File: config.mk
export PLATFORM = sky130hd
export DESIGN_NAME = ddrcd_command_decode
export DESIGN_NICKNAME = d
export VERILOG_FILES = /design/src/verilog/ddrcd_command_decode.v
export VERILOG_INCLUDE_DIRS = /design/src /design/src/verilog
export SDC_FILE = /design/constraint.sdc
export NUM_CORES = 1
export LEC_CHECK = 0
export ABC_AREA = 1
export BUFFER_PORTS_ARGS = -buffer_cell sky130_fd_sc_hd__buf_2
export CAP_MARGIN = 30
export CORE_UTILIZATION = 55
export CTS_CLUSTER_DIAMETER = 50
export CTS_CLUSTER_SIZE = 16
export DETAILED_ROUTE_END_ITERATION = 12
export GPL_TIMING_DRIVEN = 1
export PLACE_DENSITY_LB_ADDON = 0.3
export SETUP_SLACK_MARGIN = 0.15
export SYNTH_ARGS = -nofsm -noshare
export SYNTH_HDL_FRONTEND = slang
export SYNTH_SLANG_ARGS = --single-unit
File: constraint.sdc
create_clock -name ref_clk_in -period 1.8 [get_ports ref_clk_in]
set_input_delay 0.36 -clock ref_clk_in [delete_from_list [all_inputs] [get_ports ref_clk_in]]
set_output_delay 0.36 -clock ref_clk_in [all_outputs]
set_load 0.01 [all_outputs]
File: src/verilog/ddrcd_defines.vh
`ifndef DDRCD_DEFINES_VH
`define DDRCD_DEFINES_VH
// ==========================================
// command codes, cs/ras/cas/we order
`define DDRCD_ENC_MODE 4'h0
`define DDRCD_ENC_REFRESH 4'h1
`define DDRCD_ENC_PRECHARGE 4'h2
`define DDRCD_ENC_ACTIVATE 4'h3
`define DDRCD_ENC_WRITE 4'h4
`define DDRCD_ENC_READ 4'h5
`define DDRCD_ENC_IDLE 4'h7
// ==========================================
// decoded command output codes
`define DDRCD_CMD_NONE 3'h0
`define DDRCD_CMD_MODE 3'h1
`define DDRCD_CMD_REFRESH 3'h2
`define DDRCD_CMD_PRECHARGE 3'h3
`define DDRCD_CMD_ACTIVATE 3'h4
`define DDRCD_CMD_WRITE 3'h5
`define DDRCD_CMD_READ 3'h6
// ==========================================
// low-power states
`define DDRCD_ST_NORMAL 2'h0
`define DDRCD_ST_ACT_PD 2'h1
`define DDRCD_ST_PRE_PD 2'h2
`define DDRCD_ST_SELF_REF 2'h3
// ==========================================
// field positions and counts
`define DDRCD_FLAG_BIT 10
`define DDRCD_BURST_BEATS 3'h4
`define DDRCD_SR_READ_CLOCKS 8'd200
`endif

File: src/verilog/ddrcd_command_decode.v
`timescale 1ns/1ns
`include "ddrcd_defines.vh"
module ddrcd_command_decode #(
  parameter ADDR_W = 14,
  parameter BANK_W = 3,
  parameter BANKS = 4,
  parameter DATA_W = 16
) (
  input wire ref_clk_in,
  input wire reset_n_in,
  input wire link_clk_in,
  input wire chip_sel_n_in,
  input wire row_strobe_n_in,
  input wire col_strobe_n_in,
  input wire write_en_n_in,
  input wire clk_gate_in,
  input wire [BANK_W-1:0] bank_sel_in,
  input wire [ADDR_W-1:0] addr_in,
  input wire termination_ctl_in,
  input wire write_mask_in,
  input wire [DATA_W-1:0] write_data_in,
  output reg [2:0] cmd_out,
  output reg cmd_valid_out,
  output reg [BANK_W-1:0] cmd_bank_out,
  output reg [ADDR_W-1:0] cmd_addr_out,
  output reg all_banks_out,
  output reg auto_precharge_out,
  output reg [1:0] power_state_out,
  output reg burst_busy_out,
  output reg [BANKS-1:0] open_rows_out,
  output reg read_allowed_out,
  output reg termination_on_out,
  output reg write_strobe_out,
  output reg [DATA_W-1:0] write_data_out
);

  // ==========================================
  // constants and pin positions
  localparam PIN_W = DATA_W + ADDR_W + BANK_W + 8;
  localparam BA_LSB = 8;
  localparam A_LSB = BA_LSB + BANK_W;
  localparam D_LSB = A_LSB + ADDR_W;
  localparam [1:0] ST_NORMAL = `DDRCD_ST_NORMAL;
  localparam [1:0] ST_ACT_PD = `DDRCD_ST_ACT_PD;
  localparam [1:0] ST_PRE_PD = `DDRCD_ST_PRE_PD;
  localparam [1:0] ST_SELF_REF = `DDRCD_ST_SELF_REF;
  localparam [2:0] BURST_BEATS = `DDRCD_BURST_BEATS;
  localparam [7:0] SR_CLOCKS = `DDRCD_SR_READ_CLOCKS;

  // ==========================================
  // pin synchronisers
  // link clock is bit zero; pins share its three stages so they line up with its edge
  wire [PIN_W-1:0] pin_raw;
  wire [PIN_W-1:0] pin_s3;
  wire [PIN_W-1:0] pin_agree;
  wire [PIN_W-1:0] pin_flt;
  assign pin_raw = {write_data_in, addr_in, bank_sel_in, write_mask_in, termination_ctl_in, clk_gate_in,
                    write_en_n_in, col_strobe_n_in, row_strobe_n_in, chip_sel_n_in, link_clk_in};

  genvar g;
  generate
    for (g = 0; g < PIN_W; g = g + 1) begin : pin_sync
      reg [2:0] stage;
      reg agreed;
      // no reset on the stages: they flush while reset is held
      always @(posedge ref_clk_in) begin
        stage <= {stage[1:0], pin_raw[g]};
      end
      // starts high so a link clock already high at release gives no false edge
      always @(posedge ref_clk_in) begin
        if (!reset_n_in) begin
          agreed <= 1'b1;
        end else if (stage[1] == stage[2]) begin
          agreed <= stage[2];
        end
      end
      assign pin_s3[g] = stage[2];
      assign pin_agree[g] = (stage[1] == stage[2]);
      assign pin_flt[g] = agreed;
    end
  endgenerate

  // ==========================================
  // synchronised pin levels
  // rise counts once stages two and three agree high
  wire link_rise = pin_agree[0] & pin_s3[0] & ~pin_flt[0];
  wire cs_now = pin_flt[1];
  wire ras_now = pin_flt[2];
  wire cas_now = pin_flt[3];
  wire we_now = pin_flt[4];
  wire gate_now = pin_flt[5];
  wire odt_now = pin_flt[6];
  wire mask_now = pin_flt[7];
  wire [BANK_W-1:0] ba_now = pin_flt[BA_LSB +: BANK_W];
  wire [ADDR_W-1:0] a_now = pin_flt[A_LSB +: ADDR_W];
  wire [DATA_W-1:0] d_now = pin_flt[D_LSB +: DATA_W];
  wire [3:0] enc = {cs_now, ras_now, cas_now, we_now};
  wire flag_now = a_now[`DDRCD_FLAG_BIT];

  // ==========================================
  // command decode
  reg [2:0] next_cmd;

  // termination input is not part of the decode
  always @* begin
    next_cmd = `DDRCD_CMD_NONE;
    if (cs_now) begin
      next_cmd = `DDRCD_CMD_NONE;
    end else begin
      case (enc)
        `DDRCD_ENC_MODE: next_cmd = `DDRCD_CMD_MODE;
        `DDRCD_ENC_REFRESH: next_cmd = `DDRCD_CMD_REFRESH;
        `DDRCD_ENC_PRECHARGE: next_cmd = `DDRCD_CMD_PRECHARGE;
        `DDRCD_ENC_ACTIVATE: next_cmd = `DDRCD_CMD_ACTIVATE;
        `DDRCD_ENC_WRITE: next_cmd = `DDRCD_CMD_WRITE;
        `DDRCD_ENC_READ: next_cmd = `DDRCD_CMD_READ;
        `DDRCD_ENC_IDLE: next_cmd = `DDRCD_CMD_NONE;
        default: next_cmd = `DDRCD_CMD_NONE;
      endcase
    end
  end

  // ==========================================
  // clock gate history
  reg gate_prev;
  wire gate_fall = gate_prev & ~gate_now;
  wire gate_rise = ~gate_prev & gate_now;
  wire gate_high = gate_prev & gate_now;
  wire issue = link_rise & gate_high & (next_cmd != `DDRCD_CMD_NONE);

  // resets low: the first gate-high edge after reset reads as an exit
  always @(posedge ref_clk_in) begin
    if (!reset_n_in) begin
      gate_prev <= 1'b0;
    end else if (link_rise) begin
      gate_prev <= gate_now;
    end
  end

  // ==========================================
  // low-power state
  reg [1:0] state;
  reg [1:0] next_state;
  wire all_idle = (open_rows_out == {BANKS{1'b0}});

  always @* begin
    next_state = state;
    case (state)
      ST_NORMAL: begin
        // only idle or refresh is legal on a falling gate; others are taken as idle
        if (gate_fall && next_cmd == `DDRCD_CMD_REFRESH) begin
          next_state = ST_SELF_REF;
        end else if (gate_fall && all_idle) begin
          next_state = ST_PRE_PD;
        end else if (gate_fall) begin
          next_state = ST_ACT_PD;
        end
      end
      ST_ACT_PD, ST_PRE_PD: begin
        if (gate_rise) begin
          next_state = ST_NORMAL;
        end
      end
      ST_SELF_REF: begin
        // exit taken at the sampled edge, a synchronous stand-in for an asynchronous exit
        if (gate_rise) begin
          next_state = ST_NORMAL;
        end
      end
      default: begin
        next_state = ST_NORMAL;
      end
    endcase
  end

  // while the gate stays low nothing is decoded and the state holds
  always @(posedge ref_clk_in) begin
    if (!reset_n_in) begin
      state <= ST_NORMAL;
    end else if (link_rise) begin
      state <= next_state;
    end
  end

  // ==========================================
  // self refresh exit count
  reg [7:0] sr_count;

  always @(posedge ref_clk_in) begin
    if (!reset_n_in) begin
      sr_count <= 8'h00;
    end else if (link_rise && state == ST_SELF_REF && gate_rise) begin
      sr_count <= SR_CLOCKS;
    end else if (link_rise && sr_count != 8'h00) begin
      sr_count <= sr_count - 8'h01;
    end
  end

  // ==========================================
  // command outputs
  always @(posedge ref_clk_in) begin
    if (!reset_n_in) begin
      cmd_out <= `DDRCD_CMD_NONE;
      cmd_valid_out <= 1'b0;
      cmd_bank_out <= {BANK_W{1'b0}};
      cmd_addr_out <= {ADDR_W{1'b0}};
      all_banks_out <= 1'b0;
      auto_precharge_out <= 1'b0;
    end else begin
      cmd_valid_out <= 1'b0;
      if (issue) begin
        cmd_out <= next_cmd;
        cmd_valid_out <= 1'b1;
        cmd_bank_out <= ba_now;
        cmd_addr_out <= a_now;
        all_banks_out <= (next_cmd == `DDRCD_CMD_PRECHARGE) & flag_now;
        auto_precharge_out <= ((next_cmd == `DDRCD_CMD_READ) | (next_cmd == `DDRCD_CMD_WRITE)) & flag_now;
      end
    end
  end

  // ==========================================
  // open row tracking
  // two bank bits index the four banks; the third only picks a mode register
  always @(posedge ref_clk_in) begin
    if (!reset_n_in) begin
      open_rows_out <= {BANKS{1'b0}};
    end else if (issue && next_cmd == `DDRCD_CMD_ACTIVATE) begin
      open_rows_out[ba_now[1:0]] <= 1'b1;
    end else if (issue && next_cmd == `DDRCD_CMD_PRECHARGE && flag_now) begin
      open_rows_out <= {BANKS{1'b0}};
    end else if (issue && next_cmd == `DDRCD_CMD_PRECHARGE) begin
      open_rows_out[ba_now[1:0]] <= 1'b0;
    end
  end

  // ==========================================
  // burst beats and write mask
  reg [2:0] beats;
  reg burst_write;
  wire burst_cmd = (next_cmd == `DDRCD_CMD_READ) | (next_cmd == `DDRCD_CMD_WRITE);

  always @(posedge ref_clk_in) begin
    if (!reset_n_in) begin
      beats <= 3'h0;
      burst_write <= 1'b0;
    end else if (issue && burst_cmd && beats <= 3'h1) begin
      // a new burst never cuts the running one short
      beats <= BURST_BEATS;
      burst_write <= (next_cmd == `DDRCD_CMD_WRITE);
    end else if (link_rise && beats != 3'h0) begin
      // beats advance whatever command is presented
      beats <= beats - 3'h1;
    end
  end

  always @(posedge ref_clk_in) begin
    if (!reset_n_in) begin
      write_strobe_out <= 1'b0;
      write_data_out <= {DATA_W{1'b0}};
    end else begin
      write_strobe_out <= 1'b0;
      if (link_rise && beats != 3'h0 && burst_write && !mask_now) begin
        write_strobe_out <= 1'b1;
        write_data_out <= d_now;
      end
    end
  end

  // ==========================================
  // status outputs
  always @* begin
    power_state_out = state;
    burst_busy_out = (beats != 3'h0);
    read_allowed_out = (sr_count == 8'h00);
    termination_on_out = odt_now & (state != ST_SELF_REF);
  end

endmodule // ddrcd_command_decode

Word level (Yosys, flattened, before mapping)
Cells that the tools add are included. W data, S select, Z words.

Bits in registers: 223. Latch bits: 0. RAM bits: 0. ROM bits: 0. Bits of input ports: 43. Output and inout bits: 49. Word-level logic and storage cells: 225. Memories kept: 0.

$add $sub $neg: 2. $mul: 0. Divide/modulo/power cells: 0. Magnitude comparators: 3. Equality and inequality tests: 57. Shift operators: 0. Muxes and demuxes: 18. Bitwise operators: 18. Reduce and logical (&&, ||, !) cells: 29.

Operators by type and width (number): $eq A1 B1 Y1 (41); $pmux W3 S6 (1); $mux W8 (2); $logic_and A1 B1 Y1 (14); $mux W4 (3); $and A1 B1 Y1 (10); $eq A3 B3 Y1 const B (3); $mux W3 (3); $reduce_bool A3 Y1 (3); $eq A4 B2 Y1 const B (2); $eq A4 B3 Y1 const B (2); $logic_not A4 Y1 (2); $logic_not A8 Y1 (1); $mux W2 (4); $reduce_bool A8 Y1 (1); $sub A8 B1 Y8 const B (1); $eq A3 B2 Y1 const B (2); $and A4 B4 Y4 (1); $eq A2 B2 Y1 const B (2); $eq A4 B1 Y1 const B (1); $ne A4 B4 Y1 const B (1); $not A1 Y1 (4); $not A4 Y4 (1); $or A4 B4 Y4 (1); other kinds (17) (21).

Depth between registers and ports, before layout
Gate-level depths: netlist of the first run.

Depth in word-level cells: 9. Depth in mapped cells: 10. Depth with buffers taken out: 10.

Worst setup path after synthesis of the first run
OpenSTA, ideal clock, no wires.

Path type: flip-flop to flip-flop. Start: register beats[0]. End: register write_data_out[13]. Data arrival time: 1.338 ns. Required time: 1.681 ns. Setup slack: 0.343 ns. Cell stages (with the launch flop): 10. Path buffers: 1. Period minus slack after synthesis: 1.457 ns. Cell sequence: dfxtp_1 -> inv_1 -> ha_1 -> nand2_1 -> nand2_1 -> inv_2 -> nand3b_4 -> buf_2 -> o21ai_0 -> a21oi_1.

Longest elaborated chain between the ends: 4.

RTL lines: start, declared (line ddrcd_command_decode.v:239) `reg [2:0] beats;`; start signal, assigned (line ddrcd_command_decode.v:253) `beats <= beats - 3'h1;`; $reduce_bool A3 Y1; via burst_busy_out (line ddrcd_command_decode.v:29) `output reg burst_busy_out,`; $logic_and A1 B1 Y1 (3 in series) (line ddrcd_command_decode.v:263) `if (link_rise && beats != 3'h0 && burst_write && !mask_now) begin`; end signal, assigned (line ddrcd_command_decode.v:260) `write_data_out <= {DATA_W{1'b0}};`; end signal, assigned (line ddrcd_command_decode.v:265) `write_data_out <= d_now;`; end, declared (line ddrcd_command_decode.v:34) `output reg [DATA_W-1:0] write_data_out`.

The timed path passes the listed nets, and every way through them passes these cells. A chain may end at the register's enable or synchronous reset.

Worst setup path after layout of the first run
Start: register sr_count[0]. End: output read_allowed_out.

Longest elaborated chain between the ends: 1.

RTL lines: start, declared (line ddrcd_command_decode.v:187) `reg [7:0] sr_count;`; start signal, assigned (line ddrcd_command_decode.v:195) `sr_count <= sr_count - 8'h01;`; $logic_not A8 Y1 (line ddrcd_command_decode.v:275) `read_allowed_out = (sr_count == 8'h00);`; end, declared (line ddrcd_command_decode.v:31) `output reg read_allowed_out,`.

No other way between the ends.

==> results_dict.tcl, run 1 <==
set metrics [dict create \
    synth_nets 708 \
    io_pins 92 \
    via_per_inst 5.12 \
    synthFlopType "dfxtp_1" \
    cp.arrival_ns 1.37 \
    synth_warnings 0 \
    clk_pin_slew_worst_paths_ns 0.07 \
    antenna_found_initial 0 \
    grt_pass1_vias 4836 \
    finalSetupTns_ns 0 \
    async_flop_share 0 \
    required_ns 1.44 \
    root_buffer "clkbuf_16" \
    avgRoutedWirePerCell_um 13.8 \
    finalWirelength_um 13300 \
    max_stage_delay_ns 0.32 \
    hold_path_class "in -> reg" \
    gp_congestion 0.859 \
    leakage_nw 3.74 \
    ys_ff_latch 223 \
    drive_gt1_frac 0.208 \
    total_power_w 0.00920 \
    clock_latency_ns 0.48 \
    drc 0 \
    drt_iter0_markers 311 \
    hold_viol_final 0 \
    grt_pass1_wl_um 21700 \
    final_common_cell "dfxtp_1" \
    startpoint_type "flop" \
    post-route-period-util 0.963 \
    dp.cells 881 \
    maxCapViolations 0 \
    final_cell_mix "dfxtp_1 (219), nand2_1 (95), buf_2 (89), a21oi_1 (78), o21ai_0 (69)" \
    ir_drop_v 0.000978 \
    grt-ovfl-total 0 \
    setup_viol 0 \
    synth_area_per_cell_um2 9.90 \
    die_h_um 111 \
    min_period_ns 1.73 \
    vias 4957 \
    crit_path_top_delay_cell "dfxtp_2" \
    max_slew_margin 0.711 \
    finClkSkew_ns 0.00725 \
    rows 39 \
    rsz0062_at_grt "true" \
    layout.cells.non_filler 968 \
    clock.fmax_ghz 0.577 \
    status "finished clean" \
    synth_area_um2 6520 \
    fp.dieArea_um2 12300 \
    crit_type "reg -> out" \
    drt_first_pass_iters 5 \
    grt_usage 0.213 \
    drv_slew 0 \
    portBuffers 91 \
    synth_edf_count 0 \
    endpoint_kind "output port" \
    ys_seq_area_frac 0.684 \
    crit_chain "inv_2 -> ha_4 -> nand3_4 -> nor2_4 -> buf_6" \
    nets 867 \
    yosysUniqueCellTypes 32 \
    htreeDepth 1 \
    grt_max_degree 36 \
    place_hpwl_um 8030 \
    start_util 0.569 \
    diodes 0 \
    numClockSinks 223 \
    cts_tree "yes" \
    cts_buffer_depth 3 \
    tightest_slew_ns 0.434 \
    crit_fanout 2 \
    core_region_area_um2 11500 \
    synthCells 659 \
    area_growth_pct 28.7 \
    cts_buffers 18 \
    ant_nets 0 \
    p_per_area_nw_per_um2 1100 \
    die_x_um 111 \
]
-- metal layers --
layer,up-vias,GRT usage,part of all wire
met3,31,0.0454,0.058
met2,156,0.386,0.51
li1,2467,-,-
met5,-,0,0
met1,2303,0.248,0.41
met4,0,0.0711,0.020
-- path summary, 6_finish.rpt --
| kind | to | slack, ns | from | depth (start not counted) |
|---|---|---|---|---|
| worst max register to register | all_banks_out | 0.23 | pin_sync[0].stage[1] | 9 |
| worst max-delay path | read_allowed_out | 0.07 | sr_count[0] | 5 |
| worst min-delay path | open_rows_out[3] | 0.23 | reset_n_in | 3 |
| worst min register to register | pin_sync[26].stage[1] | 0.33 | pin_sync[26].stage[0] | 0 |
-- kinds of logic after synthesis --
logic type / after synthesis / synth area share
AO/OA/AOI/OAI: 164 / 0.131
XOR/XNOR: 3 / 0.00403
adder cells (fa/ha/maj): 6 / 0.0115
buffers and inverters: 69 / 0.0432
flip-flops: 223 / 0.684
AND/OR/NAND/NOR: 194 / 0.125
-- stage by stage --
step / setup WS (ns) / hold slack (ns) / utilization / area [um^2]
6_report: 0.0659 / 0.229 / 0.732 / 8400
5_1_grt: 0.00283 / 0.226 / 0.732 / 8400
4_1_cts: 0.0915 / 0.205 / 0.714 / 8190
3_5_place_dp: 0.0685 / 0.312 / 0.621 / 7120
3_3_place_gp: 0.163 / 0.310 / 0.621 / 7120
2_1_floorplan: 0.343 / 0.310 / - / 6520
-- layout make-up --
cell class,count,area [um^2]
fill,756,3070
inverter,51,199
clock buffer,25,517
timing repair buffer,155,1100
tap,143,179
multi-input combinational,369,1910
clock inverter,2,25.0
sequential,223,4470
-- Yosys cell counts (2+ instances only) --
master / n / area share
a21oi_1: 78 / 0.060
xor2_1: 3 / 0.0040
nor2_1: 63 / 0.036
nand2_1: 97 / 0.056
buf_4: 2 / 0.0023
dfxtp_1: 223 / 0.68
ha_1: 6 / 0.012
buf_2: 4 / 0.0031
nand3_1: 17 / 0.013
o21ai_0: 76 / 0.058
clkbuf_2: 2 / 0.0015
clkbuf_1: 7 / 0.0040
o2111ai_1: 3 / 0.0040
nand4_1: 3 / 0.0029
inv_1: 47 / 0.027
inv_2: 3 / 0.0017
nand3_2: 3 / 0.0046
nor2_2: 2 / 0.0019
nand2_2: 3 / 0.0029
o21ai_1: 2 / 0.0015
nor3_1: 3 / 0.0023
buf_1: 2 / 0.0012
-- registers in the layout (all words and copies together) (netlist names), 2 cells and up --
| signal | count |
|---|---|
| sr_count | 8 |
| pin_sync.stage | 123 |
| power_state_out | 2 |
| pin_sync.agreed | 35 |
| cmd_out | 3 |
| beats | 3 |
| cmd_addr_out | 14 |
| write_data_out | 16 |
| open_rows_out | 4 |
| cmd_bank_out | 3 |
-- where the power goes --
group / total (W) / internal [W] / switching (W)
clock: 0.00365 / 0.00200 / 0.00165
sequential: 0.00524 / 0.00514 / 0.000103
combinational: 0.000310 / 0.000163 / 0.000147
-- repair_timing --
action                     4_1_cts  5_1_grt
gates cloned                     1        3
resized for setup               17       23
hold endpoints to repair        41        0
pin swaps                        3        3
setup endpoints to repair       20       29
hold buffers                    41        0
setup buffers                    6        9
-- worst max-delay path, delay by kind of cell (launching register included) --
| family | cells | cell delay, ns |
|---|---|---|
| adders and majority gates | 1 | 0.16 |
| buffers and inverters | 2 | 0.18 |
| DFF | 1 | 0.32 |
| and+or+nand+nor | 2 | 0.24 |
Power figures use the tool's default switching activity.
==> run 2, diff against run 1 <==
SETUP_SLACK_MARGIN = not set   (was 0.15)
==> results_dict.tcl, run 2 (synthesis results as in run 1) <==
set metrics [dict create \
    switching_share 0.204 \
    clock_latency_ns 0.48 \
    crit_fanout 3 \
    drc 0 \
    maxUsedRoutingLayer "met4" \
    clk_pin_slew_worst_paths_ns 0.07 \
    die_h_um 111 \
    routed-wl-met3_um 619 \
    crit_type "reg -> out" \
    max_slew_margin 0.714 \
    htreeDepth 1 \
    finClkSkew_ns 0.00996 \
    avgRoutedWirePerCell_um 13.4 \
    fin_util 0.712 \
    final_cell_mix "dfxtp_1 (220), nand2_1 (97), buf_2 (91), a21oi_1 (78), o21ai_0 (70)" \
    root_buffer "clkbuf_16" \
    p_seq_frac 0.571 \
    ir_drop_v 0.000978 \
    min_period_ns 1.77 \
    grt_max_degree 36 \
    tightest_slew_ns 0.429 \
    grt_usage 0.204 \
    drt_first_pass_iters 4 \
    grt_pass1_vias 4685 \
    setup_viol 0 \
    final.fill_count 791 \
    multi_input_area_um2 1840 \
    intPower_w 0.00730 \
    largestRegisters "pin_sync.stage (123), pin_sync.agreed (35), write_data_out (16)" \
    total_power_w 0.00917 \
    leakage_nw 3.64 \
    start_util 0.569 \
    dr_wl_met2_um 6540 \
    cts_buffers 18 \
    clock.fmax_ghz 0.565 \
    post-route-period-util 0.984 \
    grt-ovfl-total 0 \
    met1_length_um 5400 \
    gp_congestion 0.859 \
    rows 39 \
    cp.arrival_ns 1.41 \
    hold_path_class "in -> reg" \
    hold_viol_final 0 \
    switchingPower_w 0.00187 \
    p_per_area_nw_per_um2 1120 \
    drt_iter0_markers 248 \
    maxCapViolations 0 \
    antenna_found_initial 0 \
    grt_pass1_wl_um 20800 \
    core_region_area_um2 11500 \
    p_comb_frac 0.033 \
    vias 4815 \
    power_frac_clock 0.395 \
    status "finished clean" \
    die_x_um 111 \
    diodes 0 \
    fp.dieArea_um2 12300 \
    drive_gt1_frac 0.186 \
    cts_buffer_depth 3 \
    required_ns 1.44 \
    io_pins 92 \
    area_growth_pct 25.1 \
    startpoint_type "flop" \
    register_area_um2 4470 \
    drv_slew 0 \
    cts_tree "yes" \
    place_hpwl_um 8030 \
    via_per_inst 5.05 \
    endpoint_kind "output port" \
    ant_nets 0 \
    top_register "pin_sync.stage" \
    largest_register_ffs 123 \
    numClockSinks 223 \
    final_common_cell "dfxtp_1" \
    finalWirelength_um 12800 \
    nets 852 \
    portBuffers 91 \
]
-- run 2: layout make-up --
cell class,count,share of cell area
Timing Repair Buffer,141,0.116
Clock buffer,25,0.0633
Sequential cell,223,0.547
Clock inverter,2,0.00307
Multi-Input combinational cell,368,0.225
Inverter,51,0.0235
Tap cell,143,0.0219
-- run 2: power by group through the flow --
stage          logic [W]  clock network, W  registers, W
2_1_floorplan   0.000150                 0       0.00531
3_3_place_gp    0.000216                 0       0.00533
3_5_place_dp    0.000230                 0       0.00535
4_1_cts         0.000301           0.00373       0.00524
5_1_grt         0.000344           0.00392       0.00526
6_report        0.000304           0.00362       0.00524
-- run 2: what timing repair did --
action | CTS | global route
setup endpoints to repair | 1 | 24
setup buffers | 1 | 2
cloned | 0 | 1
pin swaps | 1 | 1
resized for setup | 3 | 18
hold buffers | 41 | 0
endpoints found under the hold margin | 41 | 0
-- run 2: per-stage QoR --
| step | hold slack (ns) | setup WS, ns | cells | TNS, ns | area (um^2) |
|---|---|---|---|---|---|
| after floorplan | 0.310 | 0.343 | 659 | 0 | 6520 |
| after global placement | 0.310 | 0.163 | 881 | 0 | 7120 |
| after detailed placement | 0.312 | 0.0685 | 881 | 0 | 7120 |
| after CTS | 0.205 | 0.00420 | 950 | 0 | 8090 |
| after global routing | 0.216 | -0.0478 | 953 | -0.0478 | 8160 |
| final | 0.221 | 0.0290 | 953 | 0 | 8160 |
-- run 2: final timing paths --
kind | cells after the start | end | slack, ns | start
worst max-delay path | 5 | read_allowed_out | 0.03 | sr_count[0]
worst min-delay path | 3 | open_rows_out[3] | 0.22 | reset_n_in
worst max register to register | 8 | write_data_out[1] | 0.18 | beats[1]
worst min register to register | 0 | pin_sync[29].stage[1] | 0.33 | pin_sync[29].stage[0]
-- run 2: per-layer routing --
layer / global-route usage / vias to the layer above
met5: 0 / -
met4: 0.0676 / 0
met3: 0.0443 / 28
met2: 0.369 / 134
met1: 0.239 / 2224
li1: - / 2429
-- run 2: worst max-delay path: stages, from the launching register on --
cell and delay [ns]:
dfxtp_2 0.32, inv_2 0.09, ha_4 0.15, nand3_2 0.10, nor2_4 0.14, buf_2 0.14
